### src/logic/atcb_defines.svh
`ifndef ATCB_DEFINES_SVH
`define ATCB_DEFINES_SVH

// register byte offsets
`define ATCB_OFF_STATUS 8'h00
`define ATCB_OFF_MASK 8'h04
`define ATCB_OFF_FLAGS 8'h08
`define ATCB_OFF_CNT 8'h0C
`define ATCB_OFF_CMP 8'h10
`define ATCB_OFF_CTL 8'h14
`define ATCB_OFF_CPU 8'h18

// async_timer_status fields
`define ATCB_ST_ASYNC 3
`define ATCB_ST_UB_CNT 2
`define ATCB_ST_UB_CMP 1
`define ATCB_ST_UB_CTL 0

// mask and flag fields
`define ATCB_BIT_CMP 1
`define ATCB_BIT_OVF 0

// timer_control fields
`define ATCB_CTL_FORCE 7
`define ATCB_CTL_PWM 6
`define ATCB_CTL_COM_HI 5
`define ATCB_CTL_COM_LO 4
`define ATCB_CTL_CTC 3
`define ATCB_CTL_CS_HI 2
`define ATCB_CTL_CS_LO 0

// cpu_status_word global enable
`define ATCB_CPU_GIE 7

// buffered register slots
`define ATCB_IX_CNT 0
`define ATCB_IX_CMP 1
`define ATCB_IX_CTL 2

// sleep mode codes
`define ATCB_SLP_ACTIVE 3'h0
`define ATCB_SLP_PDOWN 3'h2
`define ATCB_SLP_PSAVE 3'h3
`define ATCB_SLP_STANDBY 3'h6
`define ATCB_SLP_EXTSTBY 3'h7

// timing and values
`define ATCB_XFER_LAST 2'h1
`define ATCB_MAX 8'hFF
`define ATCB_BOTTOM 8'h00
`define ATCB_RESP_OKAY 2'h0
`define ATCB_RESP_SLVERR 2'h2

`endif

### src/logic/atcb_pkg.sv
package atcb_pkg;

    typedef struct packed {
        logic async;
        logic gie;
        logic [1:0] ien;
        logic [1:0] flg;
        logic [2:0] pend;
        logic [2:0][1:0] ecnt;
        logic [2:0][7:0] tmp;
        logic [7:0] cnt;
        logic [7:0] cmp;
        logic [7:0] ctl;
        logic [7:0] cnt_sync;
        logic down;
        logic block;
        logic osc_prev;
        logic osc_run;
        logic [2:0] pipe_c;
        logic [2:0] pipe_o;
        logic wake_pend;
        logic wake_req;
        logic wake_blk;
        logic cmp_out;
        logic irq_c;
        logic irq_o;
        logic aw_got;
        logic w_got;
        logic [7:0] aw_addr;
        logic [7:0] w_data;
        logic w_lane;
        logic awready;
        logic wready;
        logic bvalid;
        logic [1:0] bresp;
        logic arready;
        logic rvalid;
        logic [1:0] rresp;
        logic [31:0] rdata;
    } atcb_state_s;

endpackage : atcb_pkg

### src/logic/atcb_top.sv
`include "atcb_defines.svh"
// Function
// timer clock is I/O clock when async select is 0, oscillator pin otherwise
// software rewrites counter, compare, control after async select changes
// async counter write sets counter busy; cleared when counter loaded
// async compare write sets compare busy; cleared when compare loaded
// async control write sets control busy; cleared when control loaded
// software never writes a buffered register while its busy flag is set
// counter read gives timer value; compare/control reads give temporary register
// writes go to a temporary register, loaded after two oscillator rising edges
// each buffered register owns its temporary register
// compare match suppressed while counter or compare transfer pending
// after timer wake-up, one oscillator cycle passes before new interrupt
// async oscillator runs in all sleep modes except power-down and standby
// wake-up in power-save/extended standby starts on next timer clock
// counter reads via register refreshed on each oscillator rising edge
// async flag sync takes three processor cycles plus one timer cycle
// compare output pin changes on timer clock, unsynchronized
// compare irq needs enable, global enable and compare flag all set
// overflow irq needs enable, global enable and overflow flag all set
// compare flag set on match; cleared by vector or writing one
// overflow flag set on overflow or PWM reversal at zero; vector or one clears
// software follows the ordered clock source switch procedure
// software waits for busy clear before sleeping with timer wake-up
module atcb_top #(
    parameter int ADDR_W = 8
) (
    // clock and reset
    input wire logic aclk,
    input wire logic aresetn,
    // axi4-lite write
    input wire logic [ADDR_W-1:0] awaddr,
    input wire logic awvalid,
    output logic awready,
    input wire logic [31:0] wdata,
    input wire logic [3:0] wstrb,
    input wire logic wvalid,
    output logic wready,
    output logic [1:0] bresp,
    output logic bvalid,
    input wire logic bready,
    // axi4-lite read
    input wire logic [ADDR_W-1:0] araddr,
    input wire logic arvalid,
    output logic arready,
    output logic [31:0] rdata,
    output logic [1:0] rresp,
    output logic rvalid,
    input wire logic rready,
    // timer oscillator and power
    input wire logic timer_osc_in,
    input wire logic [2:0] sleep_mode,
    output logic osc_enable,
    output logic wake_req,
    // cpu interrupt side
    input wire logic vec_ack_compare,
    input wire logic vec_ack_overflow,
    output logic irq_compare,
    output logic irq_overflow,
    // compare output pin
    output logic compare_out
);

    atcb_pkg::atcb_state_s s;
    atcb_pkg::atcb_state_s n;

    logic osc_edge;
    logic tick;
    logic adv;
    logic suppress;
    logic cm_ev;
    logic ov_ev;
    logic evq_c;
    logic evq_o;
    logic set_c;
    logic set_o;
    logic clr_c;
    logic clr_o;
    logic wr_go;
    logic wr_en;
    logic force_cmp;
    logic saving;
    logic [7:0] rd;
    logic [1:0] com;
    logic [2:0] xfer;
    logic [2:0] sync_ld;
    logic [2:0][7:0] src;

    function automatic logic is_mapped(input logic [7:0] a);
        is_mapped = (a == `ATCB_OFF_STATUS) || (a == `ATCB_OFF_MASK) ||
                    (a == `ATCB_OFF_FLAGS) || (a == `ATCB_OFF_CNT) ||
                    (a == `ATCB_OFF_CMP) || (a == `ATCB_OFF_CTL) ||
                    (a == `ATCB_OFF_CPU);
    endfunction : is_mapped

    always_comb begin
        n = s;
        rd = 8'h00;
        xfer = 3'h0;
        sync_ld = 3'h0;
        force_cmp = 1'b0;
        cm_ev = 1'b0;
        ov_ev = 1'b0;
        osc_edge = timer_osc_in & ~s.osc_prev;
        n.osc_prev = timer_osc_in;
        saving = (sleep_mode == `ATCB_SLP_PSAVE) || (sleep_mode == `ATCB_SLP_EXTSTBY);
        n.osc_run = s.async & (sleep_mode != `ATCB_SLP_PDOWN) &
                    (sleep_mode != `ATCB_SLP_STANDBY);
        // pin edges only count while the oscillator is allowed to run
        tick = s.async ? (osc_edge & s.osc_run) : 1'b1;

        // write channel: address and data taken in either order
        if (s.awready && awvalid) begin
            n.aw_got = 1'b1;
            n.aw_addr = awaddr[7:0];
        end
        if (s.wready && wvalid) begin
            n.w_got = 1'b1;
            n.w_data = wdata[7:0];
            n.w_lane = wstrb[0];
        end
        wr_go = s.aw_got & s.w_got & ~s.bvalid;
        wr_en = wr_go & s.w_lane & is_mapped(s.aw_addr);
        if (wr_go) begin
            n.aw_got = 1'b0;
            n.w_got = 1'b0;
            n.bvalid = 1'b1;
            n.bresp = is_mapped(s.aw_addr) ? `ATCB_RESP_OKAY : `ATCB_RESP_SLVERR;
        end
        if (s.bvalid && bready) begin
            n.bvalid = 1'b0;
        end

        // two-edge transfer engine, one per buffered register
        for (int i = 0; i < 3; i++) begin
            if (s.pend[i] && tick) begin
                if (s.ecnt[i] == `ATCB_XFER_LAST) begin
                    xfer[i] = 1'b1;
                    n.pend[i] = 1'b0;
                    n.ecnt[i] = 2'h0;
                end else begin
                    n.ecnt[i] = s.ecnt[i] + 2'h1;
                end
            end
        end

        // register writes
        if (wr_en) begin
            unique case (s.aw_addr)
                `ATCB_OFF_STATUS: n.async = s.w_data[`ATCB_ST_ASYNC];
                `ATCB_OFF_MASK: begin
                    n.ien[`ATCB_BIT_CMP] = s.w_data[`ATCB_BIT_CMP];
                    n.ien[`ATCB_BIT_OVF] = s.w_data[`ATCB_BIT_OVF];
                end
                `ATCB_OFF_CPU: n.gie = s.w_data[`ATCB_CPU_GIE];
                `ATCB_OFF_CNT, `ATCB_OFF_CMP, `ATCB_OFF_CTL: begin
                    for (int i = 0; i < 3; i++) begin
                        if ((i == `ATCB_IX_CNT && s.aw_addr == `ATCB_OFF_CNT) ||
                            (i == `ATCB_IX_CMP && s.aw_addr == `ATCB_OFF_CMP) ||
                            (i == `ATCB_IX_CTL && s.aw_addr == `ATCB_OFF_CTL)) begin
                            n.tmp[i] = s.w_data;
                            if (s.async) begin
                                // a rewrite restarts the two-edge count
                                n.pend[i] = 1'b1;
                                n.ecnt[i] = 2'h0;
                            end else begin
                                sync_ld[i] = 1'b1;
                            end
                        end
                    end
                end
                default: ;
            endcase
        end
        // busy flags only have meaning in asynchronous mode
        if (!n.async) begin
            n.pend = 3'h0;
            n.ecnt = '0;
        end
        for (int i = 0; i < 3; i++) begin
            src[i] = sync_ld[i] ? s.w_data : s.tmp[i];
        end

        // timer core, advancing on the selected timer clock
        com = s.ctl[`ATCB_CTL_COM_HI:`ATCB_CTL_COM_LO];
        adv = tick & (s.ctl[`ATCB_CTL_CS_HI:`ATCB_CTL_CS_LO] != 3'h0);
        suppress = s.pend[`ATCB_IX_CNT] | s.pend[`ATCB_IX_CMP] | s.block;
        if (adv) begin
            n.block = 1'b0;
            cm_ev = (s.cnt == s.cmp) & ~suppress;
            if (s.ctl[`ATCB_CTL_PWM] && !s.ctl[`ATCB_CTL_CTC]) begin
                if (!s.down) begin
                    if (s.cnt == `ATCB_MAX) begin
                        n.down = 1'b1;
                        n.cnt = s.cnt - 8'h01;
                    end else begin
                        n.cnt = s.cnt + 8'h01;
                    end
                end else if (s.cnt == `ATCB_BOTTOM) begin
                    n.down = 1'b0;
                    ov_ev = 1'b1;
                    n.cnt = s.cnt + 8'h01;
                end else begin
                    n.cnt = s.cnt - 8'h01;
                end
            end else begin
                n.down = 1'b0;
                if (s.ctl[`ATCB_CTL_CTC] && !s.ctl[`ATCB_CTL_PWM] && cm_ev) begin
                    n.cnt = `ATCB_BOTTOM;
                end else if (s.cnt == `ATCB_MAX) begin
                    n.cnt = `ATCB_BOTTOM;
                    ov_ev = 1'b1;
                end else begin
                    n.cnt = s.cnt + 8'h01;
                end
            end
        end

        // loads from temporary registers override counting
        if (xfer[`ATCB_IX_CNT] || sync_ld[`ATCB_IX_CNT]) begin
            n.cnt = src[`ATCB_IX_CNT];
            n.block = 1'b1;
        end
        if (xfer[`ATCB_IX_CMP] || sync_ld[`ATCB_IX_CMP]) begin
            n.cmp = src[`ATCB_IX_CMP];
        end
        if (xfer[`ATCB_IX_CTL] || sync_ld[`ATCB_IX_CTL]) begin
            n.ctl = src[`ATCB_IX_CTL];
            n.ctl[`ATCB_CTL_FORCE] = 1'b0;
            force_cmp = src[`ATCB_IX_CTL][`ATCB_CTL_FORCE] &
                        ~src[`ATCB_IX_CTL][`ATCB_CTL_PWM];
        end

        // compare pin follows the timer clock directly
        if (!s.ctl[`ATCB_CTL_PWM]) begin
            if (cm_ev || force_cmp) begin
                unique case (com)
                    2'h0: ;
                    2'h1: n.cmp_out = ~s.cmp_out;
                    2'h2: n.cmp_out = 1'b0;
                    2'h3: n.cmp_out = 1'b1;
                endcase
            end
        end else if (com[1]) begin
            if (cm_ev) begin
                n.cmp_out = s.down ? ~com[0] : com[0];
            end
            if (s.ctl[`ATCB_CTL_CTC] && ov_ev) begin
                n.cmp_out = ~com[0];
            end
        end

        if (tick) begin
            n.cnt_sync = n.cnt;
        end

        // flags: async events wait one timer cycle plus three cycles here
        evq_c = cm_ev & ~s.wake_blk;
        evq_o = ov_ev & ~s.wake_blk;
        n.pipe_c = {s.pipe_c[1:0], evq_c & s.async};
        n.pipe_o = {s.pipe_o[1:0], evq_o & s.async};
        set_c = s.pipe_c[2] | (evq_c & ~s.async);
        set_o = s.pipe_o[2] | (evq_o & ~s.async);
        clr_c = vec_ack_compare |
                (wr_en && s.aw_addr == `ATCB_OFF_FLAGS && s.w_data[`ATCB_BIT_CMP]);
        clr_o = vec_ack_overflow |
                (wr_en && s.aw_addr == `ATCB_OFF_FLAGS && s.w_data[`ATCB_BIT_OVF]);
        // set wins over a clear in the same cycle
        n.flg[`ATCB_BIT_CMP] = set_c | (s.flg[`ATCB_BIT_CMP] & ~clr_c);
        n.flg[`ATCB_BIT_OVF] = set_o | (s.flg[`ATCB_BIT_OVF] & ~clr_o);
        n.irq_c = s.flg[`ATCB_BIT_CMP] & s.ien[`ATCB_BIT_CMP] & s.gie;
        n.irq_o = s.flg[`ATCB_BIT_OVF] & s.ien[`ATCB_BIT_OVF] & s.gie;

        // wake-up starts on the timer clock after the condition
        if (saving && s.gie && ((evq_c && s.ien[`ATCB_BIT_CMP]) ||
                                (evq_o && s.ien[`ATCB_BIT_OVF]))) begin
            n.wake_pend = 1'b1;
        end
        if (s.wake_pend && tick) begin
            n.wake_pend = 1'b0;
            n.wake_req = 1'b1;
            n.wake_blk = 1'b1;
        end else if (s.wake_blk && tick) begin
            n.wake_blk = 1'b0;
        end
        if (sleep_mode == `ATCB_SLP_ACTIVE) begin
            n.wake_req = 1'b0;
        end

        // read channel
        unique case (araddr[7:0])
            `ATCB_OFF_STATUS: begin
                rd[`ATCB_ST_ASYNC] = s.async;
                rd[`ATCB_ST_UB_CNT] = s.pend[`ATCB_IX_CNT];
                rd[`ATCB_ST_UB_CMP] = s.pend[`ATCB_IX_CMP];
                rd[`ATCB_ST_UB_CTL] = s.pend[`ATCB_IX_CTL];
            end
            `ATCB_OFF_MASK: rd[`ATCB_BIT_CMP:`ATCB_BIT_OVF] = s.ien;
            `ATCB_OFF_FLAGS: rd[`ATCB_BIT_CMP:`ATCB_BIT_OVF] = s.flg;
            `ATCB_OFF_CNT: rd = s.cnt_sync;
            `ATCB_OFF_CMP: rd = s.tmp[`ATCB_IX_CMP];
            `ATCB_OFF_CTL: begin
                rd = s.tmp[`ATCB_IX_CTL];
                rd[`ATCB_CTL_FORCE] = 1'b0;
            end
            `ATCB_OFF_CPU: rd[`ATCB_CPU_GIE] = s.gie;
            default: rd = 8'h00;
        endcase
        if (s.arready && arvalid) begin
            n.arready = 1'b0;
            n.rvalid = 1'b1;
            n.rdata = {24'h000000, rd};
            n.rresp = is_mapped(araddr[7:0]) ? `ATCB_RESP_OKAY : `ATCB_RESP_SLVERR;
        end
        if (s.rvalid && rready) begin
            n.rvalid = 1'b0;
            n.arready = 1'b1;
        end
        n.awready = ~n.aw_got & ~n.bvalid;
        n.wready = ~n.w_got & ~n.bvalid;
    end

    always_ff @(posedge aclk) begin
        if (!aresetn) begin
            s <= '0;
            s.awready <= 1'b1;
            s.wready <= 1'b1;
            s.arready <= 1'b1;
        end else begin
            s <= n;
        end
    end

    assign awready = s.awready;
    assign wready = s.wready;
    assign bvalid = s.bvalid;
    assign bresp = s.bresp;
    assign arready = s.arready;
    assign rvalid = s.rvalid;
    assign rdata = s.rdata;
    assign rresp = s.rresp;
    assign osc_enable = s.osc_run;
    assign wake_req = s.wake_req;
    assign irq_compare = s.irq_c;
    assign irq_overflow = s.irq_o;
    assign compare_out = s.cmp_out;
endmodule : atcb_top

### config.mk
export PLATFORM = sky130hd
export DESIGN_NAME = atcb_top
export DESIGN_NICKNAME = d
export VERILOG_FILES = /design/src/logic/atcb_pkg.sv /design/src/logic/atcb_top.sv
export VERILOG_INCLUDE_DIRS = /design/src /design/src/logic
export SDC_FILE = /design/constraint.sdc
export NUM_CORES = 1
export LEC_CHECK = 0
export ABC_AREA = 1
export BUFFER_PORTS_ARGS = -buffer_cell sky130_fd_sc_hd__buf_2
export CORE_ASPECT_RATIO = 0.75
export CORE_UTILIZATION = 36
export DETAILED_ROUTE_END_ITERATION = 7
export GPL_ROUTABILITY_DRIVEN = 0
export SLEW_MARGIN = 0
export SYNTH_ARGS = -nofsm -noshare
export SYNTH_HDL_FRONTEND = slang
export SYNTH_SLANG_ARGS = --single-unit
export TNS_END_PERCENT = 30
### constraint.sdc
create_clock -name aclk -period 3.9 [get_ports aclk]
set_clock_uncertainty 0.05 [all_clocks]
set_input_delay 0.975 -clock aclk [delete_from_list [all_inputs] [get_ports aclk]]
set_output_delay 0.975 -clock aclk [all_outputs]
set_load 0.05 [all_outputs]
==> out/summary.txt <==
first-pass GRT wire length: 26.8 mm
Area Overhead vs Synth: 15.9%
routed wire length: 16.9 mm
Worst R2R Setup Slack: 1400 ps
FF-to-FF path depth: 14
Netlist cell types: 46
WP data required: 4160 ps
cell repeated most along the worst path: nand2_1
Hold Path End: n[68]
setup TNS: 0 ps
Synth Area per Inst: 7.09 µm²
Hold WS: 359 ps
Sw Ratio: 0.238
proportion of layout cells with a drive suffix above 1: 0.140
R2R Path Start: s[57]
Achievable Freq: 390 MHz
P_sw: 811 µW
Vias: 5541
relative slew slack: 0.516
# setup viols final: 0
Seq pwr share: 0.377
Ports: 111
largest area contributor in the netlist: dfxtp_1
Synth Warn #: 0
Post-synth EDFFs: 0
Max Cap Viol: 0
vias in the first global route: 4832
clock-pin transition on the worst setup and hold timing paths: 60 ps
crit-path max cell delay: 300 ps
Overflow after GRT: 0
non-filler cells in the finished layout: 1116
number of DRC markers in iteration 0: 521
CTS buffer count: 17
cell depth of the worst min-delay path: 2
largest net degree at the start of global routing: 81
H-tree depth: 4
power per standard cell area: 487 nW/µm²
FP Rows: 40
clk root buf: clkbuf_16
Final HPWL DP: 12.3 mm
post_cts resized: 0
clock tree sinks: 120
top cell type's share of synthesized area: 0.398
synth cell count leaders: nand2_1, dfxtp_1, inv_1, o21ai_0, a21oi_1
Chip Width: 152 µm
WL per Instance: 15.1 µm
register area share after synthesis: 0.398
count leader, synth: nand2_1
critical path arrival: 2830 ps
die area: 17300 µm²
RSZ-0062 raised after global routing: no
flops & latches, synth: 120
DRT antenna net count: 0
dominant cells by area after synthesis: dfxtp_1, nand2_1, o21ai_0
clock share of power: 0.550
ys async rst share: 0
outcome: finished clean
fin crit share: 0.658
Nets: 962
Die Y: 114 µm
Clock Latency Late Sink: 410 ps
placed insts: 1084
Comb power frac: 0.073
CTS max path bufs: 2
CP max stage cell: o21ai_1
final slew viol count: 0
Hold Crit Start: n[67]
Pre-antenna DRT Iters: 5
crit path kind: in -> reg
worst path cell trace: buf_2 -> nand3b_1 -> nand2_1 -> inv_1 -> nor2_1 -> nand3_1 -> o21ai_1 -> nand2_1 -> nand2_1 -> nand2_1 -> nand2_1 -> nand2_1 -> nor2_1 -> nor2_1
ys flop type: dfxtp_1
Diodes inserted: 0
crit start category: primary input
Port Buf Inserts: 57
CTS Hold Bufs: 0
worst slew pin tran: 727 ps
worst path bufs/invs: 2
post-CTS setup buffer count: 0
Pleak: 3.08 nW
crit path max fanout: 5
minimum clock period: 2570 ps
# DRC: 0
fillers: 1691
RR Endpoint: compare_out
Core Area: 16200 µm²
Initial Util: 0.372
Mapped Area: 6040 µm²
final hold violations: 0
CP Capture Type: flip-flop
gr usage total: 0.205
internal power: 2.60 mW
VDD IR-drop max: 0.295 mV
via/cell ratio: 4.97
Synth Instances: 852
critical path's top delay family: simple AND/OR/NAND/NOR gates
initial antenna violation count: 0
CTS tree: built
Hold Crit Class: reg -> reg
[stage by stage]
stage | power, mW | util | area [µm²] | setup slack [ps]
final | 3.41 | 0.431 | 7000 | 1330
after global routing | 3.50 | 0.431 | 7000 | 1060
after CTS | 3.41 | 0.431 | 7000 | 1360
after detailed placement | 1.56 | 0.389 | 6300 | 946
after global placement | 1.56 | 0.389 | 6300 | 991
after floorplan | 1.52 | - | 6130 | 1680
[worst register-to-register path: cells and delay by family, from the launching register on]
kind / cells / cell delay, ps
flops: 1 / 330
simple gates: 13 / 1860
compound gates: 1 / 180
[sequential cells by signal, indices dropped and copies added (netlist names)]
register and count:
s 94, rdata 8, n 4, com 2, arready 1, awready 1, bresp 1, bvalid 1
compare_out 1, irq_compare 1, irq_overflow 1, osc_enable 1, rresp 1, rvalid 1, wake_req 1, wready 1
[cells in the final DEF, fill, tap and decap left out, drive strengths merged]
cell type  count
clkbuf        21
nand2        157
nand3         44
and2           1
clkinvlp       2
a21oi         93
nand4          9
bufinv         7
mux2           5
o211ai         4
o21a           1
a221oi         1
xnor2          5
or2            2
inv          117
ha             4
o21ai        113
o221ai         1
nor3           6
o22ai          7
dfxtp        120
or3            1
a41oi          1
a311oi         1
nor2          74
nor4           3
xor2          12
conb          26
clkinv         2
a211oi         2
buf           61
nand3b         2
o2111ai        1
[area by class of cell]
class                   count  area [µm²]  share of cell area
clock buffers              21         450              0.0644
multi-input cells         576        2880               0.412
flip-flops and latches    120        2400               0.343
repair buffers             61         315              0.0451
clock inverters            11         243              0.0347
inverters                 117         442              0.0631
well taps                 210         263              0.0376
[worst max-delay path by stage]
stage                            start           to  slack (ps)  depth (start not counted)
after floorplan           timer_osc_in        s[96]        1680                          8
after global placement    timer_osc_in  compare_out         990                         14
after detailed placement  timer_osc_in  compare_out         950                         14
after CTS                 timer_osc_in  compare_out        1360                         14
after global routing             s[57]  compare_out        1060                         14
final                     timer_osc_in  compare_out        1330                         14
[power groups by stage]
stage	logic [mW]	registers, mW	clock network (mW)
after floorplan	0.199	1.32	0
after global placement	0.248	1.31	0
after detailed placement	0.249	1.31	0
after CTS	0.250	1.28	1.88
after global routing	0.276	1.29	1.94
final	0.250	1.28	1.87
[logic make-up after synthesis]
family | after synthesis | synth area share
muxes | 5 | 0.00932
and+or+nand+nor | 299 | 0.222
xor gates and xnor gates | 17 | 0.0247
other | 1 | 0.000621
adders and majority gates | 4 | 0.00829
AOI/OAI and AO/OA | 225 | 0.196
buffers and inverters | 181 | 0.141
DFF | 120 | 0.398
[routing by layer]
layer | wire length (µm) | global-route usage | vias up
met4 | 186 | 0.0594 | 0
met3 | 1200 | 0.0363 | 16
met2 | 6550 | 0.272 | 202
met5 | 0 | 0 | -
met1 | 8940 | 0.326 | 2526
li1 | - | - | 2797
(Power assumes the default switching activity.)
